`config.mk`:
```
export PLATFORM = sky130hd
export DESIGN_NAME = ird_io_range_dac_control
export DESIGN_NICKNAME = d
export VERILOG_FILES = /design/src/logic/ird_pkg.sv /design/src/logic/ird_pulse_gen.sv /design/src/logic/ird_io_range_dac_control.sv
export SDC_FILE = /design/constraint.sdc
export NUM_CORES = 1
export LEC_CHECK = 0
export CAP_MARGIN = 20
export CELL_PAD_IN_SITES_DETAIL_PLACEMENT = 1
export CELL_PAD_IN_SITES_GLOBAL_PLACEMENT = 1
export CORE_ASPECT_RATIO = 1.25
export CORE_MARGIN = 4
export CORE_UTILIZATION = 50
export DETAILED_ROUTE_END_ITERATION = 6
export DONT_BUFFER_PORTS = 1
export PLACE_DENSITY = 0.87
export SYNTH_ARGS = -nofsm -noshare
export SYNTH_HDL_FRONTEND = slang
export SYNTH_HIERARCHICAL = 1
export SYNTH_SLANG_ARGS = --single-unit
```
`constraint.sdc`:
```
create_clock -name core_clk -period 8.15 [get_ports core_clk]
set_clock_uncertainty 0.1 [all_clocks]
set_input_delay 1.2225 -clock core_clk [delete_from_list [all_inputs] [get_ports core_clk]]
set_output_delay 1.2225 -clock core_clk [all_outputs]
set_load 0.01 [all_outputs]
```
`src/logic/ird_pkg.sv`:
```
// Purpose: shared constants and types of the range, io line and dac control bank
// Assumes: 40 MHz core clock
// Notes: byte addresses are the upper byte of a command word without its top bit
`default_nettype none
package ird_pkg;
  // =======================================
  // timing
  localparam int CLK_PERIOD_NS = 25;
  localparam int DR_PULSE_NS = 150000;
  localparam int DR_PULSE_CYCLES = DR_PULSE_NS / CLK_PERIOD_NS;
  localparam int TB_FAST_NS = 610350;
  localparam int TB_FAST_CYCLES = TB_FAST_NS / CLK_PERIOD_NS;
  localparam int TB_SLOW_NS = 18921000;
  localparam int TB_SLOW_CYCLES = TB_SLOW_NS / CLK_PERIOD_NS;
  localparam int SELF_TEST_CYCLES = 2000;
  localparam int FLASH_TEST_CYCLES = 1000;
  // =======================================
  // byte addresses, even byte is the low byte
  localparam logic [6:0] ADDR_ANALOG_OUT = 7'h30;
  localparam logic [6:0] ADDR_IO_LINE = 7'h32;
  localparam logic [6:0] ADDR_MISC = 7'h34;
  localparam logic [6:0] ADDR_SAMPLE = 7'h36;
  localparam logic [6:0] ADDR_RANGE_TAPS = 7'h38;
  localparam logic [6:0] ADDR_GLOBAL = 7'h3E;
  // =======================================
  // reset values and implemented bits
  localparam logic [15:0] RST_RANGE_TAPS = 16'h0402;
  localparam logic [15:0] RST_IO_LINE = 16'h0000;
  localparam logic [15:0] RST_MISC = 16'h0006;
  localparam logic [15:0] RST_ANALOG_OUT = 16'h0000;
  localparam logic [15:0] RST_SAMPLE = 16'h0001;
  localparam logic [15:0] RST_GLOBAL = 16'h0000;
  localparam logic [15:0] MASK_RANGE_TAPS = 16'h0707;
  localparam logic [15:0] MASK_IO_LINE = 16'h0F0F;
  localparam logic [15:0] MASK_MISC = 16'h0FC7;
  localparam logic [15:0] MASK_ANALOG_OUT = 16'h0FFF;
  localparam logic [15:0] MASK_SAMPLE = 16'h00FF;
  localparam logic [15:0] MASK_GLOBAL = 16'h009F;
  // pin synchroniser reset: {io_in[3:0], mosi, cs_n, sclk}
  localparam logic [6:0] SYNC_RST = 7'h03;
  // =======================================
  // field positions
  localparam int RANGE_LSB = 8;
  localparam int IO_LEVEL_LSB = 8;
  localparam int IO_LINE_FOUR = 3;
  localparam int MISC_DR_SEL = 0;
  localparam int MISC_DR_POL = 1;
  localparam int MISC_DR_EN = 2;
  localparam int MISC_ACCEL_ALIGN = 6;
  localparam int MISC_LIN_BIAS = 7;
  localparam int MISC_ST_POS = 8;
  localparam int MISC_ST_NEG = 9;
  localparam int MISC_SELF_TEST = 10;
  localparam int GLOBAL_DAC_LATCH = 2;
  localparam int SAMPLE_BASE = 7;
  // =======================================
  // range codes and tap floors
  localparam logic [2:0] RANGE_CODE_WIDE = 3'h4;
  localparam logic [2:0] RANGE_CODE_MID = 3'h2;
  localparam logic [2:0] RANGE_CODE_NARROW = 3'h1;
  localparam logic [2:0] TAPS_MIN_MID = 3'h2;
  localparam logic [2:0] TAPS_MIN_NARROW = 3'h4;
  localparam logic [2:0] TAPS_MIN_NONE = 3'h0;

  typedef struct packed {
    logic wr;
    logic [6:0] addr;
    logic [7:0] data;
  } ird_cmd_t;

  typedef enum logic [1:0] {
    RANGE_WIDE,
    RANGE_MID,
    RANGE_NARROW,
    RANGE_BAD
  } ird_range_t;
endpackage
`default_nettype wire

```
`src/logic/ird_pulse_gen.sv`:
```
// Purpose: fixed width data-ready pulse per sample trigger
// Assumes: trigger is a one-cycle pulse on core_clk
// Notes: triggers during a pulse are ignored so the width never stretches
`default_nettype none
module ird_pulse_gen #(
  parameter int PULSE_CYCLES = ird_pkg::DR_PULSE_CYCLES
) (
  input wire logic core_clk, // system clock
  input wire logic rst_n, // synchronised reset, low active
  input wire logic trigger, // sample event
  output logic pulse // high for the pulse length
);
  // =======================================
  // width counter
  localparam logic [15:0] LAST = 16'(PULSE_CYCLES - 1);
  logic pulse_q;
  logic [15:0] cnt_q;
  logic [15:0] width_q;
  wire logic at_last = cnt_q == LAST;

  always_ff @(posedge core_clk or negedge rst_n) begin
    if (!rst_n) begin
      pulse_q <= 1'b0;
      cnt_q <= 16'h0000;
    end else if (pulse_q) begin
      pulse_q <= !at_last;
      cnt_q <= at_last ? 16'h0000 : cnt_q + 16'h0001;
    end else begin
      pulse_q <= trigger;
      cnt_q <= 16'h0000;
    end
  end
  assign pulse = pulse_q;

  // =======================================
  // checks
  always_ff @(posedge core_clk or negedge rst_n) begin
    if (!rst_n) begin
      width_q <= 16'h0000;
    end else begin
      width_q <= pulse_q ? width_q + 16'h0001 : 16'h0000;
    end
  end

  a_pulse_width: assert property (
    @(posedge core_clk) disable iff (!rst_n)
    $fell(pulse_q) |-> $past(width_q) == LAST)
    else $error("data-ready pulse width wrong");

  a_pulse_bound: assert property (
    @(posedge core_clk) disable iff (!rst_n)
    pulse_q |-> width_q <= LAST)
    else $error("data-ready pulse too long");
endmodule
`default_nettype wire

```
`src/logic/ird_io_range_dac_control.sv`:
```
// Purpose: configuration bank behind a 16-bit spi command port
// Assumes: spi mode 3, sclk well below core_clk / 8
// Notes: read data comes back in the word after the read command
// Notes on behaviour
// - range field 100 widest and reset, 010 middle, 001 narrowest.
// - middle range forces taps at least 2, narrowest at least 4.
// - tap field M gives each of two stages two to the M taps.
// - line ownership: misc control, then alarm, then io line control.
// - io control low four bits set line direction, 1 output.
// - io control bits 11 to 8 hold levels driven on output lines.
// - line four input plus sample period zero selects external sample clock.
// - after reset data-ready is active high on line one, misc 0x0006.
// - misc bit 2 enable, bit 1 polarity, bit 0 selects line two.
// - each data-ready pulse lasts between 100 and 200 microseconds.
// - misc bit 11 starts flash test, cleared by device when done.
// - misc bit 10 starts self-test, cleared by device when done.
// - misc bit 9 negative, bit 8 positive manual stimulus, both held.
// - misc bit 7 enables bias compensation, bit 6 origin alignment.
// - low twelve bits of analog out are an offset binary dac code.
// - latch command copies the low twelve bits of analog out to the dac.
// - global command bits start on 1 and clear after completion.
`default_nettype none
module ird_io_range_dac_control #(
  parameter int DR_PULSE_CYCLES = ird_pkg::DR_PULSE_CYCLES,
  parameter int TB_FAST_CYCLES = ird_pkg::TB_FAST_CYCLES,
  parameter int TB_SLOW_CYCLES = ird_pkg::TB_SLOW_CYCLES
) (
  input wire logic core_clk, // 40 MHz clock
  input wire logic reset_n, // async reset, low active
  input wire logic spi_sclk, // serial clock pin
  input wire logic spi_cs_n, // chip select pin, low active
  input wire logic spi_mosi, // serial data in
  output logic spi_miso, // serial data out
  input wire logic [3:0] io_in, // io line pin levels
  output logic [3:0] io_out, // io line drive levels
  output logic [3:0] io_oe_n, // io line drive enables, low active
  input wire logic [3:0] alarm_own, // alarm logic claims line
  input wire logic [3:0] alarm_level, // alarm drive levels
  output ird_pkg::ird_range_t gyro_range, // decoded range
  output logic [7:0] stage_taps, // taps per stage
  output logic st_neg_en, // negative manual stimulus
  output logic st_pos_en, // positive manual stimulus
  output logic lin_bias_comp_en, // bias compensation enable
  output logic accel_align_en, // origin alignment enable
  output logic self_test_busy, // self-test running
  output logic flash_test_busy, // flash test running
  output logic [7:0] global_pulse, // started global commands
  output logic [11:0] dac_code, // latched dac code
  output logic sample_tick // one pulse per sample
);
  // =======================================
  // reset release
  logic [1:0] rst_sync_q;
  always_ff @(posedge core_clk or negedge reset_n) begin
    if (!reset_n) begin
      rst_sync_q <= 2'h0;
    end else begin
      rst_sync_q <= {rst_sync_q[0], 1'b1};
    end
  end
  wire logic rst_n = rst_sync_q[1];

  // =======================================
  // pin synchronisers, value taken when stages b and c agree
  wire logic [6:0] pin_raw = {io_in, spi_mosi, spi_cs_n, spi_sclk};
  logic [6:0] sync_a_q;
  logic [6:0] sync_b_q;
  logic [6:0] sync_c_q;
  logic [6:0] pin_q;
  wire logic [6:0] agree = sync_b_q ~^ sync_c_q;
  wire logic [6:0] pin_d = (agree & sync_c_q) | (~agree & pin_q);
  always_ff @(posedge core_clk or negedge rst_n) begin
    if (!rst_n) begin
      sync_a_q <= ird_pkg::SYNC_RST;
      sync_b_q <= ird_pkg::SYNC_RST;
      sync_c_q <= ird_pkg::SYNC_RST;
      pin_q <= ird_pkg::SYNC_RST;
    end else begin
      sync_a_q <= pin_raw;
      sync_b_q <= sync_a_q;
      sync_c_q <= sync_b_q;
      pin_q <= pin_d;
    end
  end

  // =======================================
  // spi shifter, 16-bit words, several per select allowed
  logic sclk_prev_q;
  logic cs_prev_q;
  logic [15:0] shift_in_q;
  logic [15:0] shift_out_q;
  logic [15:0] reply_q;
  logic [3:0] bit_cnt_q;
  logic miso_q;
  logic cmd_valid_q;
  wire logic cs_act = !pin_q[1];
  wire logic cs_fall = cs_act && cs_prev_q;
  wire logic sclk_rise = cs_act && pin_q[0] && !sclk_prev_q;
  wire logic sclk_fall = cs_act && !pin_q[0] && sclk_prev_q;
  wire logic word_done = sclk_rise && bit_cnt_q == 4'hF;
  wire logic [15:0] out_src = (bit_cnt_q == 4'h0) ? reply_q : shift_out_q;

  always_ff @(posedge core_clk or negedge rst_n) begin
    if (!rst_n) begin
      sclk_prev_q <= 1'b1;
      cs_prev_q <= 1'b1;
      shift_in_q <= 16'h0000;
      shift_out_q <= 16'h0000;
      bit_cnt_q <= 4'h0;
      miso_q <= 1'b0;
      cmd_valid_q <= 1'b0;
    end else begin
      sclk_prev_q <= pin_q[0];
      cs_prev_q <= pin_q[1];
      cmd_valid_q <= word_done;
      if (cs_fall) begin
        bit_cnt_q <= 4'h0;
      end else if (sclk_rise) begin
        shift_in_q <= {shift_in_q[14:0], pin_q[2]};
        bit_cnt_q <= bit_cnt_q + 4'h1;
      end else if (sclk_fall) begin
        miso_q <= out_src[15];
        shift_out_q <= {out_src[14:0], 1'b0};
      end
    end
  end
  assign spi_miso = miso_q;

  // =======================================
  // command decode
  ird_pkg::ird_cmd_t cmd;
  assign cmd = shift_in_q;
  wire logic wr_en = cmd_valid_q && cmd.wr;
  wire logic rd_en = cmd_valid_q && !cmd.wr;
  wire logic hi = cmd.addr[0];
  wire logic [6:0] word_addr = {cmd.addr[6:1], 1'b0};
  wire logic wr_sens = wr_en && word_addr == ird_pkg::ADDR_RANGE_TAPS;
  wire logic wr_gpio = wr_en && word_addr == ird_pkg::ADDR_IO_LINE;
  wire logic wr_misc = wr_en && word_addr == ird_pkg::ADDR_MISC;
  wire logic wr_aux = wr_en && word_addr == ird_pkg::ADDR_ANALOG_OUT;
  wire logic wr_smpl = wr_en && word_addr == ird_pkg::ADDR_SAMPLE;
  wire logic wr_glob = wr_en && word_addr == ird_pkg::ADDR_GLOBAL;

  function automatic logic [15:0] put_byte(input logic [15:0] old, input logic sel_hi,
                                           input logic [7:0] d, input logic [15:0] m);
    put_byte = (sel_hi ? {d, old[7:0]} : {old[15:8], d}) & m;
  endfunction

  // =======================================
  // registers
  logic [15:0] sens_q;
  logic [15:0] gpio_q;
  logic [15:0] misc_q;
  logic [15:0] aux_q;
  logic [15:0] smpl_q;
  logic [15:0] glob_q;
  logic [11:0] dac_q;
  wire logic [1:0] test_done;

  // range write may raise the taps to the floor of the new range
  wire logic [15:0] sens_w = wr_sens ?
    put_byte(sens_q, hi, cmd.data, ird_pkg::MASK_RANGE_TAPS) : sens_q;
  wire logic [2:0] range_w = sens_w[ird_pkg::RANGE_LSB +: 3];
  wire logic [2:0] tap_floor = (range_w == ird_pkg::RANGE_CODE_MID) ? ird_pkg::TAPS_MIN_MID :
    (range_w == ird_pkg::RANGE_CODE_NARROW) ? ird_pkg::TAPS_MIN_NARROW :
    ird_pkg::TAPS_MIN_NONE;
  wire logic [2:0] taps_fix = (sens_w[2:0] < tap_floor) ? tap_floor : sens_w[2:0];
  wire logic [15:0] sens_d = {sens_w[15:3], taps_fix};

  wire logic [15:0] gpio_d = wr_gpio ?
    put_byte(gpio_q, hi, cmd.data, ird_pkg::MASK_IO_LINE) : gpio_q;

  // test bits: hardware clear loses against a write of 1 in the same cycle
  wire logic [15:0] misc_w = wr_misc ?
    put_byte(misc_q, hi, cmd.data, ird_pkg::MASK_MISC) : misc_q;
  wire logic [1:0] test_set = (wr_misc && hi) ? cmd.data[3:2] : 2'h0;
  wire logic [1:0] test_keep = ~(test_done & ~test_set);
  wire logic [15:0] misc_d = {misc_w[15:12], misc_w[11:10] & test_keep, misc_w[9:0]};

  wire logic [15:0] aux_d = wr_aux ?
    put_byte(aux_q, hi, cmd.data, ird_pkg::MASK_ANALOG_OUT) : aux_q;
  wire logic [15:0] smpl_d = wr_smpl ?
    put_byte(smpl_q, hi, cmd.data, ird_pkg::MASK_SAMPLE) : smpl_q;
  // global triggers finish in one cycle, so they clear next edge
  wire logic [15:0] glob_d = wr_glob ?
    put_byte(16'h0000, hi, cmd.data, ird_pkg::MASK_GLOBAL) : 16'h0000;
  wire logic dac_latch = glob_q[ird_pkg::GLOBAL_DAC_LATCH];

  always_ff @(posedge core_clk or negedge rst_n) begin
    if (!rst_n) begin
      sens_q <= ird_pkg::RST_RANGE_TAPS;
      gpio_q <= ird_pkg::RST_IO_LINE;
      misc_q <= ird_pkg::RST_MISC;
      aux_q <= ird_pkg::RST_ANALOG_OUT;
      smpl_q <= ird_pkg::RST_SAMPLE;
      glob_q <= ird_pkg::RST_GLOBAL;
      dac_q <= 12'h000;
    end else begin
      sens_q <= sens_d;
      gpio_q <= gpio_d;
      misc_q <= misc_d;
      aux_q <= aux_d;
      smpl_q <= smpl_d;
      glob_q <= glob_d;
      if (dac_latch) begin
        dac_q <= aux_q[11:0];
      end
    end
  end

  // =======================================
  // self-test (index 0) and flash test (index 1) timers
  for (genvar g = 0; g < 2; g++) begin : g_test
    localparam int T_CYC = (g == 1) ? ird_pkg::FLASH_TEST_CYCLES : ird_pkg::SELF_TEST_CYCLES;
    localparam logic [11:0] T_LAST = 12'(T_CYC - 1);
    logic [11:0] cnt_q;
    logic [11:0] held_q;
    wire logic run = misc_q[ird_pkg::MISC_SELF_TEST + g];
    assign test_done[g] = run && cnt_q == T_LAST;
    always_ff @(posedge core_clk or negedge rst_n) begin
      if (!rst_n) begin
        cnt_q <= 12'h000;
      end else if (!run || test_done[g]) begin
        cnt_q <= 12'h000;
      end else begin
        cnt_q <= cnt_q + 12'h001;
      end
    end
    // cycles the bit has stood since set or restarted
    always_ff @(posedge core_clk or negedge rst_n) begin
      if (!rst_n) begin
        held_q <= 12'h000;
      end else begin
        held_q <= (run && !(test_done[g] && test_set[g])) ? held_q + 12'h001 : 12'h000;
      end
    end
    a_test_bit_ends: assert property (
      @(posedge core_clk) disable iff (!rst_n)
      run |-> held_q <= T_LAST)
      else $error("test bit not cleared on completion");
  end

  // =======================================
  // sample timing, internal period or external clock on line four
  logic [19:0] base_cnt_q;
  logic [6:0] inc_cnt_q;
  logic line4_prev_q;
  logic tick_q;
  wire logic [19:0] base_last = smpl_q[ird_pkg::SAMPLE_BASE] ?
    20'(TB_SLOW_CYCLES - 1) : 20'(TB_FAST_CYCLES - 1);
  wire logic base_wrap = base_cnt_q >= base_last;
  wire logic inc_wrap = inc_cnt_q >= smpl_q[6:0];
  wire logic ext_mode = smpl_q[7:0] == 8'h00 && !gpio_q[ird_pkg::IO_LINE_FOUR];
  wire logic ext_edge = pin_q[6] && !line4_prev_q;
  wire logic tick_d = ext_mode ? ext_edge : (base_wrap && inc_wrap);

  always_ff @(posedge core_clk or negedge rst_n) begin
    if (!rst_n) begin
      base_cnt_q <= 20'h0_0000;
      inc_cnt_q <= 7'h00;
      line4_prev_q <= 1'b0;
      tick_q <= 1'b0;
    end else begin
      line4_prev_q <= pin_q[6];
      tick_q <= tick_d;
      base_cnt_q <= (ext_mode || base_wrap) ? 20'h0_0000 : base_cnt_q + 20'h0_0001;
      if (ext_mode || (base_wrap && inc_wrap)) begin
        inc_cnt_q <= 7'h00;
      end else if (base_wrap) begin
        inc_cnt_q <= inc_cnt_q + 7'h01;
      end
    end
  end
  assign sample_tick = tick_q;

  // =======================================
  // data-ready pulse and io line ownership
  logic dr_pulse;
  ird_pulse_gen #(
    .PULSE_CYCLES(DR_PULSE_CYCLES)
  ) u_pulse (
    .core_clk(core_clk),
    .rst_n(rst_n),
    .trigger(tick_q),
    .pulse(dr_pulse)
  );
  wire logic dr_level = dr_pulse ~^ misc_q[ird_pkg::MISC_DR_POL];
  wire logic [3:0] dr_own;
  wire logic [3:0] io_out_d;
  wire logic [3:0] io_oe_n_d;
  wire logic [3:0] level_rd;
  logic [3:0] io_out_q;
  logic [3:0] io_oe_n_q;

  for (genvar i = 0; i < 4; i++) begin : g_line
    assign dr_own[i] = misc_q[ird_pkg::MISC_DR_EN] &&
      (misc_q[ird_pkg::MISC_DR_SEL] ? (i == 1) : (i == 0));
    assign io_out_d[i] = dr_own[i] ? dr_level : alarm_own[i] ? alarm_level[i] :
      gpio_q[ird_pkg::IO_LEVEL_LSB + i];
    assign io_oe_n_d[i] = !(dr_own[i] || alarm_own[i] || gpio_q[i]);
    assign level_rd[i] = gpio_q[i] ? gpio_q[ird_pkg::IO_LEVEL_LSB + i] : pin_q[3 + i];

    a_line_direction: assert property (
      @(posedge core_clk) disable iff (!rst_n)
      gpio_q[i] && !dr_own[i] && !alarm_own[i] |=>
        !io_oe_n[i] && io_out[i] == $past(gpio_q[ird_pkg::IO_LEVEL_LSB + i]))
      else $error("output line not driven with its level");
  end

  always_ff @(posedge core_clk or negedge rst_n) begin
    if (!rst_n) begin
      io_out_q <= 4'h0;
      io_oe_n_q <= 4'hF;
    end else begin
      io_out_q <= io_out_d;
      io_oe_n_q <= io_oe_n_d;
    end
  end
  assign io_out = io_out_q;
  assign io_oe_n = io_oe_n_q;

  // =======================================
  // read back, answered in the next word
  wire logic [15:0] gpio_rd = {gpio_q[15:12], level_rd, gpio_q[7:0]};
  wire logic [15:0] rd_data =
    (word_addr == ird_pkg::ADDR_RANGE_TAPS) ? sens_q :
    (word_addr == ird_pkg::ADDR_IO_LINE) ? gpio_rd :
    (word_addr == ird_pkg::ADDR_MISC) ? misc_q :
    (word_addr == ird_pkg::ADDR_ANALOG_OUT) ? aux_q :
    (word_addr == ird_pkg::ADDR_SAMPLE) ? smpl_q :
    (word_addr == ird_pkg::ADDR_GLOBAL) ? glob_q : 16'h0000;
  always_ff @(posedge core_clk or negedge rst_n) begin
    if (!rst_n) begin
      reply_q <= 16'h0000;
    end else if (rd_en) begin
      reply_q <= rd_data;
    end else if (wr_en) begin
      reply_q <= 16'h0000;
    end
  end

  // =======================================
  // function outputs
  wire logic [2:0] range_q = sens_q[ird_pkg::RANGE_LSB +: 3];
  assign gyro_range = (range_q == ird_pkg::RANGE_CODE_WIDE) ? ird_pkg::RANGE_WIDE :
    (range_q == ird_pkg::RANGE_CODE_MID) ? ird_pkg::RANGE_MID :
    (range_q == ird_pkg::RANGE_CODE_NARROW) ? ird_pkg::RANGE_NARROW :
    ird_pkg::RANGE_BAD;
  assign stage_taps = 8'h01 << sens_q[2:0];
  assign st_neg_en = misc_q[ird_pkg::MISC_ST_NEG];
  assign st_pos_en = misc_q[ird_pkg::MISC_ST_POS];
  assign lin_bias_comp_en = misc_q[ird_pkg::MISC_LIN_BIAS];
  assign accel_align_en = misc_q[ird_pkg::MISC_ACCEL_ALIGN];
  assign self_test_busy = misc_q[ird_pkg::MISC_SELF_TEST];
  assign flash_test_busy = misc_q[ird_pkg::MISC_SELF_TEST + 1];
  assign global_pulse = glob_q[7:0];
  assign dac_code = dac_q;

  // =======================================
  // checks
  a_tap_floor_mid: assert property (
    @(posedge core_clk) disable iff (!rst_n)
    range_q == ird_pkg::RANGE_CODE_MID |-> sens_q[2:0] >= ird_pkg::TAPS_MIN_MID)
    else $error("middle range below tap floor");

  a_tap_floor_narrow: assert property (
    @(posedge core_clk) disable iff (!rst_n)
    range_q == ird_pkg::RANGE_CODE_NARROW |-> sens_q[2:0] >= ird_pkg::TAPS_MIN_NARROW)
    else $error("narrow range below tap floor");

  a_range_decode: assert property (
    @(posedge core_clk) disable iff (!rst_n)
    range_q == ird_pkg::RANGE_CODE_WIDE |-> gyro_range == ird_pkg::RANGE_WIDE)
    else $error("wide range misdecoded");

  a_dr_line_level: assert property (
    @(posedge core_clk) disable iff (!rst_n)
    misc_q[ird_pkg::MISC_DR_EN] && !misc_q[ird_pkg::MISC_DR_SEL] |=>
      !io_oe_n[0] && io_out[0] == ($past(dr_pulse) ~^ $past(misc_q[ird_pkg::MISC_DR_POL])))
    else $error("data-ready not on line one");

  a_dac_latch_copy: assert property (
    @(posedge core_clk) disable iff (!rst_n)
    dac_latch |=> dac_code == $past(aux_q[11:0]))
    else $error("dac latch did not copy");

  a_dac_hold: assert property (
    @(posedge core_clk) disable iff (!rst_n)
    !dac_latch |=> $stable(dac_code))
    else $error("dac changed without latch");

  a_glob_self_clear: assert property (
    @(posedge core_clk) disable iff (!rst_n)
    glob_q != 16'h0000 && !wr_glob |=> glob_q == 16'h0000)
    else $error("global trigger did not clear");

  a_ext_sample_edge: assert property (
    @(posedge core_clk) disable iff (!rst_n)
    ext_mode && ext_edge |=> sample_tick ##1 !sample_tick)
    else $error("external clock edge missed");
endmodule
`default_nettype wire

```
# == Word level (Yosys, flattened, before mapping) ==
# Cells that the tools add are included.
# totals
register_bits,226
latchBits,0
ramBits,0
mem_bits_ro,0
input_bits,17
out_inout_bits,46
wordCells,177
mem_count,0
# op_classes
add_sub_neg,6
multipliers,0
div,0
n_lt_le_gt_ge,3
eq_ne,15
shifts,1
mux,46
bitwise_logic,13
reduce_logical,59
# op_table
cell,count
12-bit two-way mux,8
16-bit two-way mux,5
20-bit two-way mux,2
6-bit by 5-bit equality test with 1-bit output (second input constant),6
8-bit two-way mux,4
12-bit by 1-bit adder with 12-bit output (second input constant),2
1-bit logical AND,22
11-bit two-way mux,2
20-bit by 1-bit adder with 20-bit output (second input constant),1
20-bit >= comparator,1
16-bit by 1-bit adder with 16-bit output (second input constant),1
16-bit by 13-bit equality test with 1-bit output (second input constant),1
2-bit AND reduction,8
1-bit two-way mux,15
7-bit bitwise AND,2
7-bit two-way mux,2
1-bit zero test,13
12-bit by 10-bit equality test with 1-bit output (second input constant),1
12-bit by 11-bit equality test with 1-bit output (second input constant),1
1-bit logical OR,10
3-bit two-way mux,3
8-bit zero test,1
4-bit two-way mux,2
1-bit by 3-bit << shifter with 8-bit output (first input constant),1
other kinds (19),29

# == Logic depth before layout (Yosys ltp) ==
# depth
depth_word,8
ltp_mapped,8
ltp_nobuf,8

# == Hierarchy ==
# The synthesis kept the hierarchy.
# modules_own_cells
mod,n_inst,cells_each,area_each_um2,seq_area_each_um2
ird_io_range_dac_control,1,767,9135.0,5103.6
ird_pulse_gen,1,82,830.8,425.4

# == Worst setup path before layout ==
# OpenSTA, ideal clock, no wires.
# synth_timing
kind,register to output
from,register sens_q[1]
to,output stage_taps[2]
arrival_time_ps,1075
required_ps,6827
path_slack_ps,5752
stages_incl_launch_ff,3
path_buffers,1
cell_sequence,dfstp_2 clkbuf_1 nor3b_1
# synth_via
elab_chain_len,1
# synth_lines
item,line,rtl
start: declaration,ird_io_range_dac_control.sv:151,logic [15:0] sens_q;
start signal: assignment,ird_io_range_dac_control.sv:191,sens_q <= ird_pkg::RST_RANGE_TAPS;
start signal: assignment,ird_io_range_dac_control.sv:199,sens_q <= sens_d;
1-bit by 3-bit << shifter with 8-bit output,ird_io_range_dac_control.sv:349,assign stage_taps = 8'h01 << sens_q[2:0];
end: declaration,ird_io_range_dac_control.sv:40,"output logic [7:0] stage_taps,"
# No other way between the ends.

# == Worst setup path after layout ==
# layout_timing
from,register smpl_q[7]
to,register inc_cnt_q[3]
# layout_via
elab_chain_len,5
word_cells_on_any_way,8
classes_between,1 x order compare; 2 x mux; 5 x reduce/logical
# layout_lines
item,line,rtl
start: declaration,ird_io_range_dac_control.sv:155,logic [15:0] smpl_q;
start signal: assignment,ird_io_range_dac_control.sv:195,smpl_q <= ird_pkg::RST_SAMPLE;
start signal: assignment,ird_io_range_dac_control.sv:203,smpl_q <= smpl_d;
20-bit two-way mux,ird_io_range_dac_control.sv:249,wire logic [19:0] base_last = smpl_q[ird_pkg::SAMPLE_BASE] ?
20-bit >= comparator,ird_io_range_dac_control.sv:251,wire logic base_wrap = base_cnt_q >= base_last;
1-bit logical AND,ird_io_range_dac_control.sv:267,if (ext_mode || (base_wrap && inc_wrap)) begin
1-bit logical OR,ird_io_range_dac_control.sv:267,
7-bit two-way mux or 2-bit nonzero test (tied branches),--,
end signal: assignment,ird_io_range_dac_control.sv:270,inc_cnt_q <= inc_cnt_q + 7'h01;
end: declaration,ird_io_range_dac_control.sv:246,logic [6:0] inc_cnt_q;
# Several ways; a longest one is shown, not always the timed one.
# A chain may end at the register's enable or synchronous reset.

==> results.cfg <==
[run_status]
outcome = completed

[yosys]
synth_edf_count = 0
synth_cell_types = 68
synth_async_sr_flop_share_pct = 100
ys_ff_latch = 220
synthCells = 849
syn_avg_cell_area_um2 = 11.7
synth_warnings = 6
synth_top_flop_cell = sky130_fd_sc_hd__dfrtp_1
mapped_area_um2 = 9970
yosysSeqAreaShare_pct = 55.5

[setup_path]
cp-end-kind = register
critical_path.n_buffers_inverters = 1
critPathKind = reg2reg
crit_chain = inv_1 -> ha_1 -> a21oi_1 -> o22ai_1 -> o31ai_2 -> nand3_2 -> a32o_1
crit_path_max_fanout = 21
critPathMaxStageDelay_ns = 0.58
slowest_stage = sky130_fd_sc_hd__o31ai_2
worstSetupStartpointType = register
worst_ep_required_time_ns = 8.44
timing.critical_path.arrival_ns = 3.30
cp_top_family = compound AO/OA/AOI/OAI gates

[flow_run]
cap_violations = 0

[global_routing]
number_of_antenna_violations_at_the_first_check_in_global_routing = 1
grt_overflow = 0
global_route.usage.total_pct = 22.2
maximum_number_of_pins_on_one_net_before_global_route_repair = 194
grt_pass1_wl_mm = 40.0
first_global_vias = 7200

[sta]
setup_violations = 0
unrepaired_setup_endpoints_after_global_routing = false
relSlewSlack_pct = 24.3
finalHoldViolations = 0
highest_attainable_clock_frequency_mhz = 333
final.period_utilization_pct = 36.9
postLayoutSetupSlackWorst_ns = 5.14
slew_viol_final = 0
fin_tns_setup_ns = 0
worstMarginPinSlew_ns = 1.14
final.min_clock_period_ns = 3.01

[placement]
gpl_wtd_cong = 0.807
dp_cell_count = 1088
buffer_ports.inserted = 0
detailedPlace.worstSlack_ns = 5.16
dp.final_hpwl_mm = 15.9

[cts]
clock_path_buffers = 3
post_cts_hold_buffer_count = 0
cts_sink_cnt = 220
clock_tree.htree_level_count = 1
tritoncts = built
tritoncts.num_buffers = 23
cts_repair_resize_count = 0
cts.repair_timing.setup_buffer_count = 0
worstSkewPairLatency_ns = 0.52
root_buffer_selected_by_cts = sky130_fd_sc_hd__clkbuf_16
cts.reportedPaths.clkPinSlew_ns = 0.06

[power]
seq_power_share_pct = 51.6
p_per_area_nw_per_um2 = 216
total_power_uw = 2360
power.clock.fraction_pct = 43.7
cellInternalPower_uw = 1780
switching_power_uw = 576
switching_share_pct = 24.4
peakVddDrop_mv = 0.185
power.static_leakage_uw = 0.00489
power.combinational.fraction_pct = 4.8

[detailed_routing]
vias_per_cell = 5.86
routed_wirelength_mm = 24.2
final_antenna_net_count = 0
detailedRoute.firstPassIterationCount = 4
routed_wl_per_cell_um = 21.4
post-route-drc-count = 0
route.vias.total = 6621
initialDrtViolationCount = 361

[worst_hold_path]
min_path_type = reg2async

[final_layout]
antenna_cells = 0
final_core_util_pct = 55.9
finalNonFillerCells = 1130
synthesis_to_finish_area_growth_pct = 9.68
number_of_filler_cells_placed_in_the_layout = 2014
final_net_count = 893
final_layout_size_suffix_gt1_share_pct = 17.3

[die]
boundaryPins = 63
floorplan.initialDensity_pct = 51.0
floorplan.die.height_um = 166
die_area_um2 = 22300
die-width_um = 134
floorplan_core_area_um2 = 19500
placement_rows = 57
metal layers:
metal	vias up	GRT usage, %	share of wire, %
met4	2	7.22	3.0
met3	61	4.15	4.6
met5	-	0	0.041
met2	134	39.8	53
li1	2992	-	-
met1	3432	26.7	39
stage by stage:
stage	hold WS, ns	area (um2)
global placement	0.144	10200
floorplan	0.231	9970
global route	0.177	10900
detailed placement	0.151	10200
CTS	0.155	10900
finish	0.139	10900
cell families (layout without fill, tap and decap cells):
family / after synthesis / in the layout / synth area share [%]
AO/OA/AOI/OAI: 106 / 106 / 7.66
XOR/XNOR: 55 / 55 / 4.83
adder cells (fa/ha/maj): 35 / 35 / 4.22
buffers and inverters: 57 / 72 / 2.61
flip-flops: 220 / 220 / 55.5
multiplexers: 87 / 87 / 10.2
other: 2 / 3 / 0.0754
AND/OR/NAND/NOR: 287 / 287 / 14.9
area by class of cell:
class / count / area [um2] / area share [%]
clock buffer: 33 / 663 / 6.07
clock inverter: 9 / 73.8 / 0.675
inverter: 25 / 93.8 / 0.859
multi-input combinational: 573 / 4190 / 38.3
sequential: 220 / 5530 / 50.6
tap: 265 / 332 / 3.03
timing repair buffer: 5 / 50.0 / 0.458
registers in the layout (all words and copies together) (netlist names), 7 cells and up, named ones only:
signal,cells
cmd,16
misc_q,9
sync_c_q,7
reply_q,12
gpio_q,8
aux_q,12
u_pulse/cnt_q,16
smpl_q,8
sync_a_q,7
base_cnt_q,20
sync_b_q,7
g_test.cnt_q,24
inc_cnt_q,7
shift_out_q,15
dac_code,12
layout by cell type (no fill, tap or decap), types with 5 or more instances in the layout:
master,count
sky130_fd_sc_hd__xnor2_1,29
sky130_fd_sc_hd__mux2i_1,18
sky130_fd_sc_hd__and3_1,7
sky130_fd_sc_hd__nand2_1,62
sky130_fd_sc_hd__a22oi_1,6
sky130_fd_sc_hd__nor4_1,8
sky130_fd_sc_hd__clkbuf_1,5
sky130_fd_sc_hd__ha_1,28
sky130_fd_sc_hd__maj3_1,7
sky130_fd_sc_hd__clkbuf_8,5
sky130_fd_sc_hd__nand4_1,13
sky130_fd_sc_hd__o21ai_0,35
sky130_fd_sc_hd__a22o_1,12
sky130_fd_sc_hd__dfrtp_1,200
sky130_fd_sc_hd__and2_1,13
sky130_fd_sc_hd__dfstp_2,19
sky130_fd_sc_hd__nand3_1,27
sky130_fd_sc_hd__nand2b_1,10
sky130_fd_sc_hd__xor2_1,26
sky130_fd_sc_hd__inv_1,25
sky130_fd_sc_hd__a32o_1,9
sky130_fd_sc_hd__mux2_4,8
sky130_fd_sc_hd__a211oi_1,5
sky130_fd_sc_hd__and4_1,5
sky130_fd_sc_hd__clkbuf_16,23
sky130_fd_sc_hd__nor2_1,86
sky130_fd_sc_hd__a21o_1,5
sky130_fd_sc_hd__mux2_2,58
sky130_fd_sc_hd__nor3_1,16
sky130_fd_sc_hd__clkinv_2,7
sky130_fd_sc_hd__a21oi_1,11
sky130_fd_sc_hd__nor3b_1,6
power groups by stage:
stage	clock network, uW	registers (uW)	logic [uW]
2_1_floorplan	0	1200	93.4
6_report	1030	1220	113
5_1_grt	1100	1220	129
3_5_place_dp	0	1230	114
3_3_place_gp	0	1230	107
4_1_cts	1050	1220	116
cell usage after synthesis, types with 8 or more instances:
library cell                 n  share of area (%)
sky130_fd_sc_hd__dfrtp_1   201                 50
sky130_fd_sc_hd__nor2_1     86                3.2
sky130_fd_sc_hd__nand2_1    62                2.3
sky130_fd_sc_hd__mux2_2     58                6.6
sky130_fd_sc_hd__o21ai_0    35                1.8
sky130_fd_sc_hd__xnor2_1    29                2.5
sky130_fd_sc_hd__ha_1       28                3.5
sky130_fd_sc_hd__nand3_1    27                1.4
sky130_fd_sc_hd__xor2_1     26                2.3
sky130_fd_sc_hd__inv_1      25               0.94
sky130_fd_sc_hd__dfstp_2    19                5.0
sky130_fd_sc_hd__mux2i_1    18                1.8
sky130_fd_sc_hd__clkbuf_1   16               0.60
sky130_fd_sc_hd__nor3_1     16               0.80
sky130_fd_sc_hd__and2_1     13               0.82
sky130_fd_sc_hd__nand4_1    13               0.82
sky130_fd_sc_hd__a22o_1     12                1.1
sky130_fd_sc_hd__a21oi_1    11               0.55
sky130_fd_sc_hd__nand2b_1   10               0.63
sky130_fd_sc_hd__a32o_1      9               0.90
sky130_fd_sc_hd__mux2_4      8                1.2
sky130_fd_sc_hd__nor4_1      8               0.50
final timing paths:
kind                                    start            to  slack (ns)  cells past startpoint
worst max register to register      smpl_q[7]  inc_cnt_q[3]        5.14                      7
max in group asynchronous       rst_sync_q[1]   sync_a_q[3]        6.43                      1
worst max-delay path                smpl_q[7]  inc_cnt_q[3]        5.14                      7
worst min-delay path            rst_sync_q[1]   sync_a_q[6]        0.14                      0
worst min register to register  rst_sync_q[1]   sync_a_q[6]        0.14                      0
min in group core_clk             sync_a_q[6]   sync_b_q[6]        0.25                      0
Power figures use the tool's default switching activity.
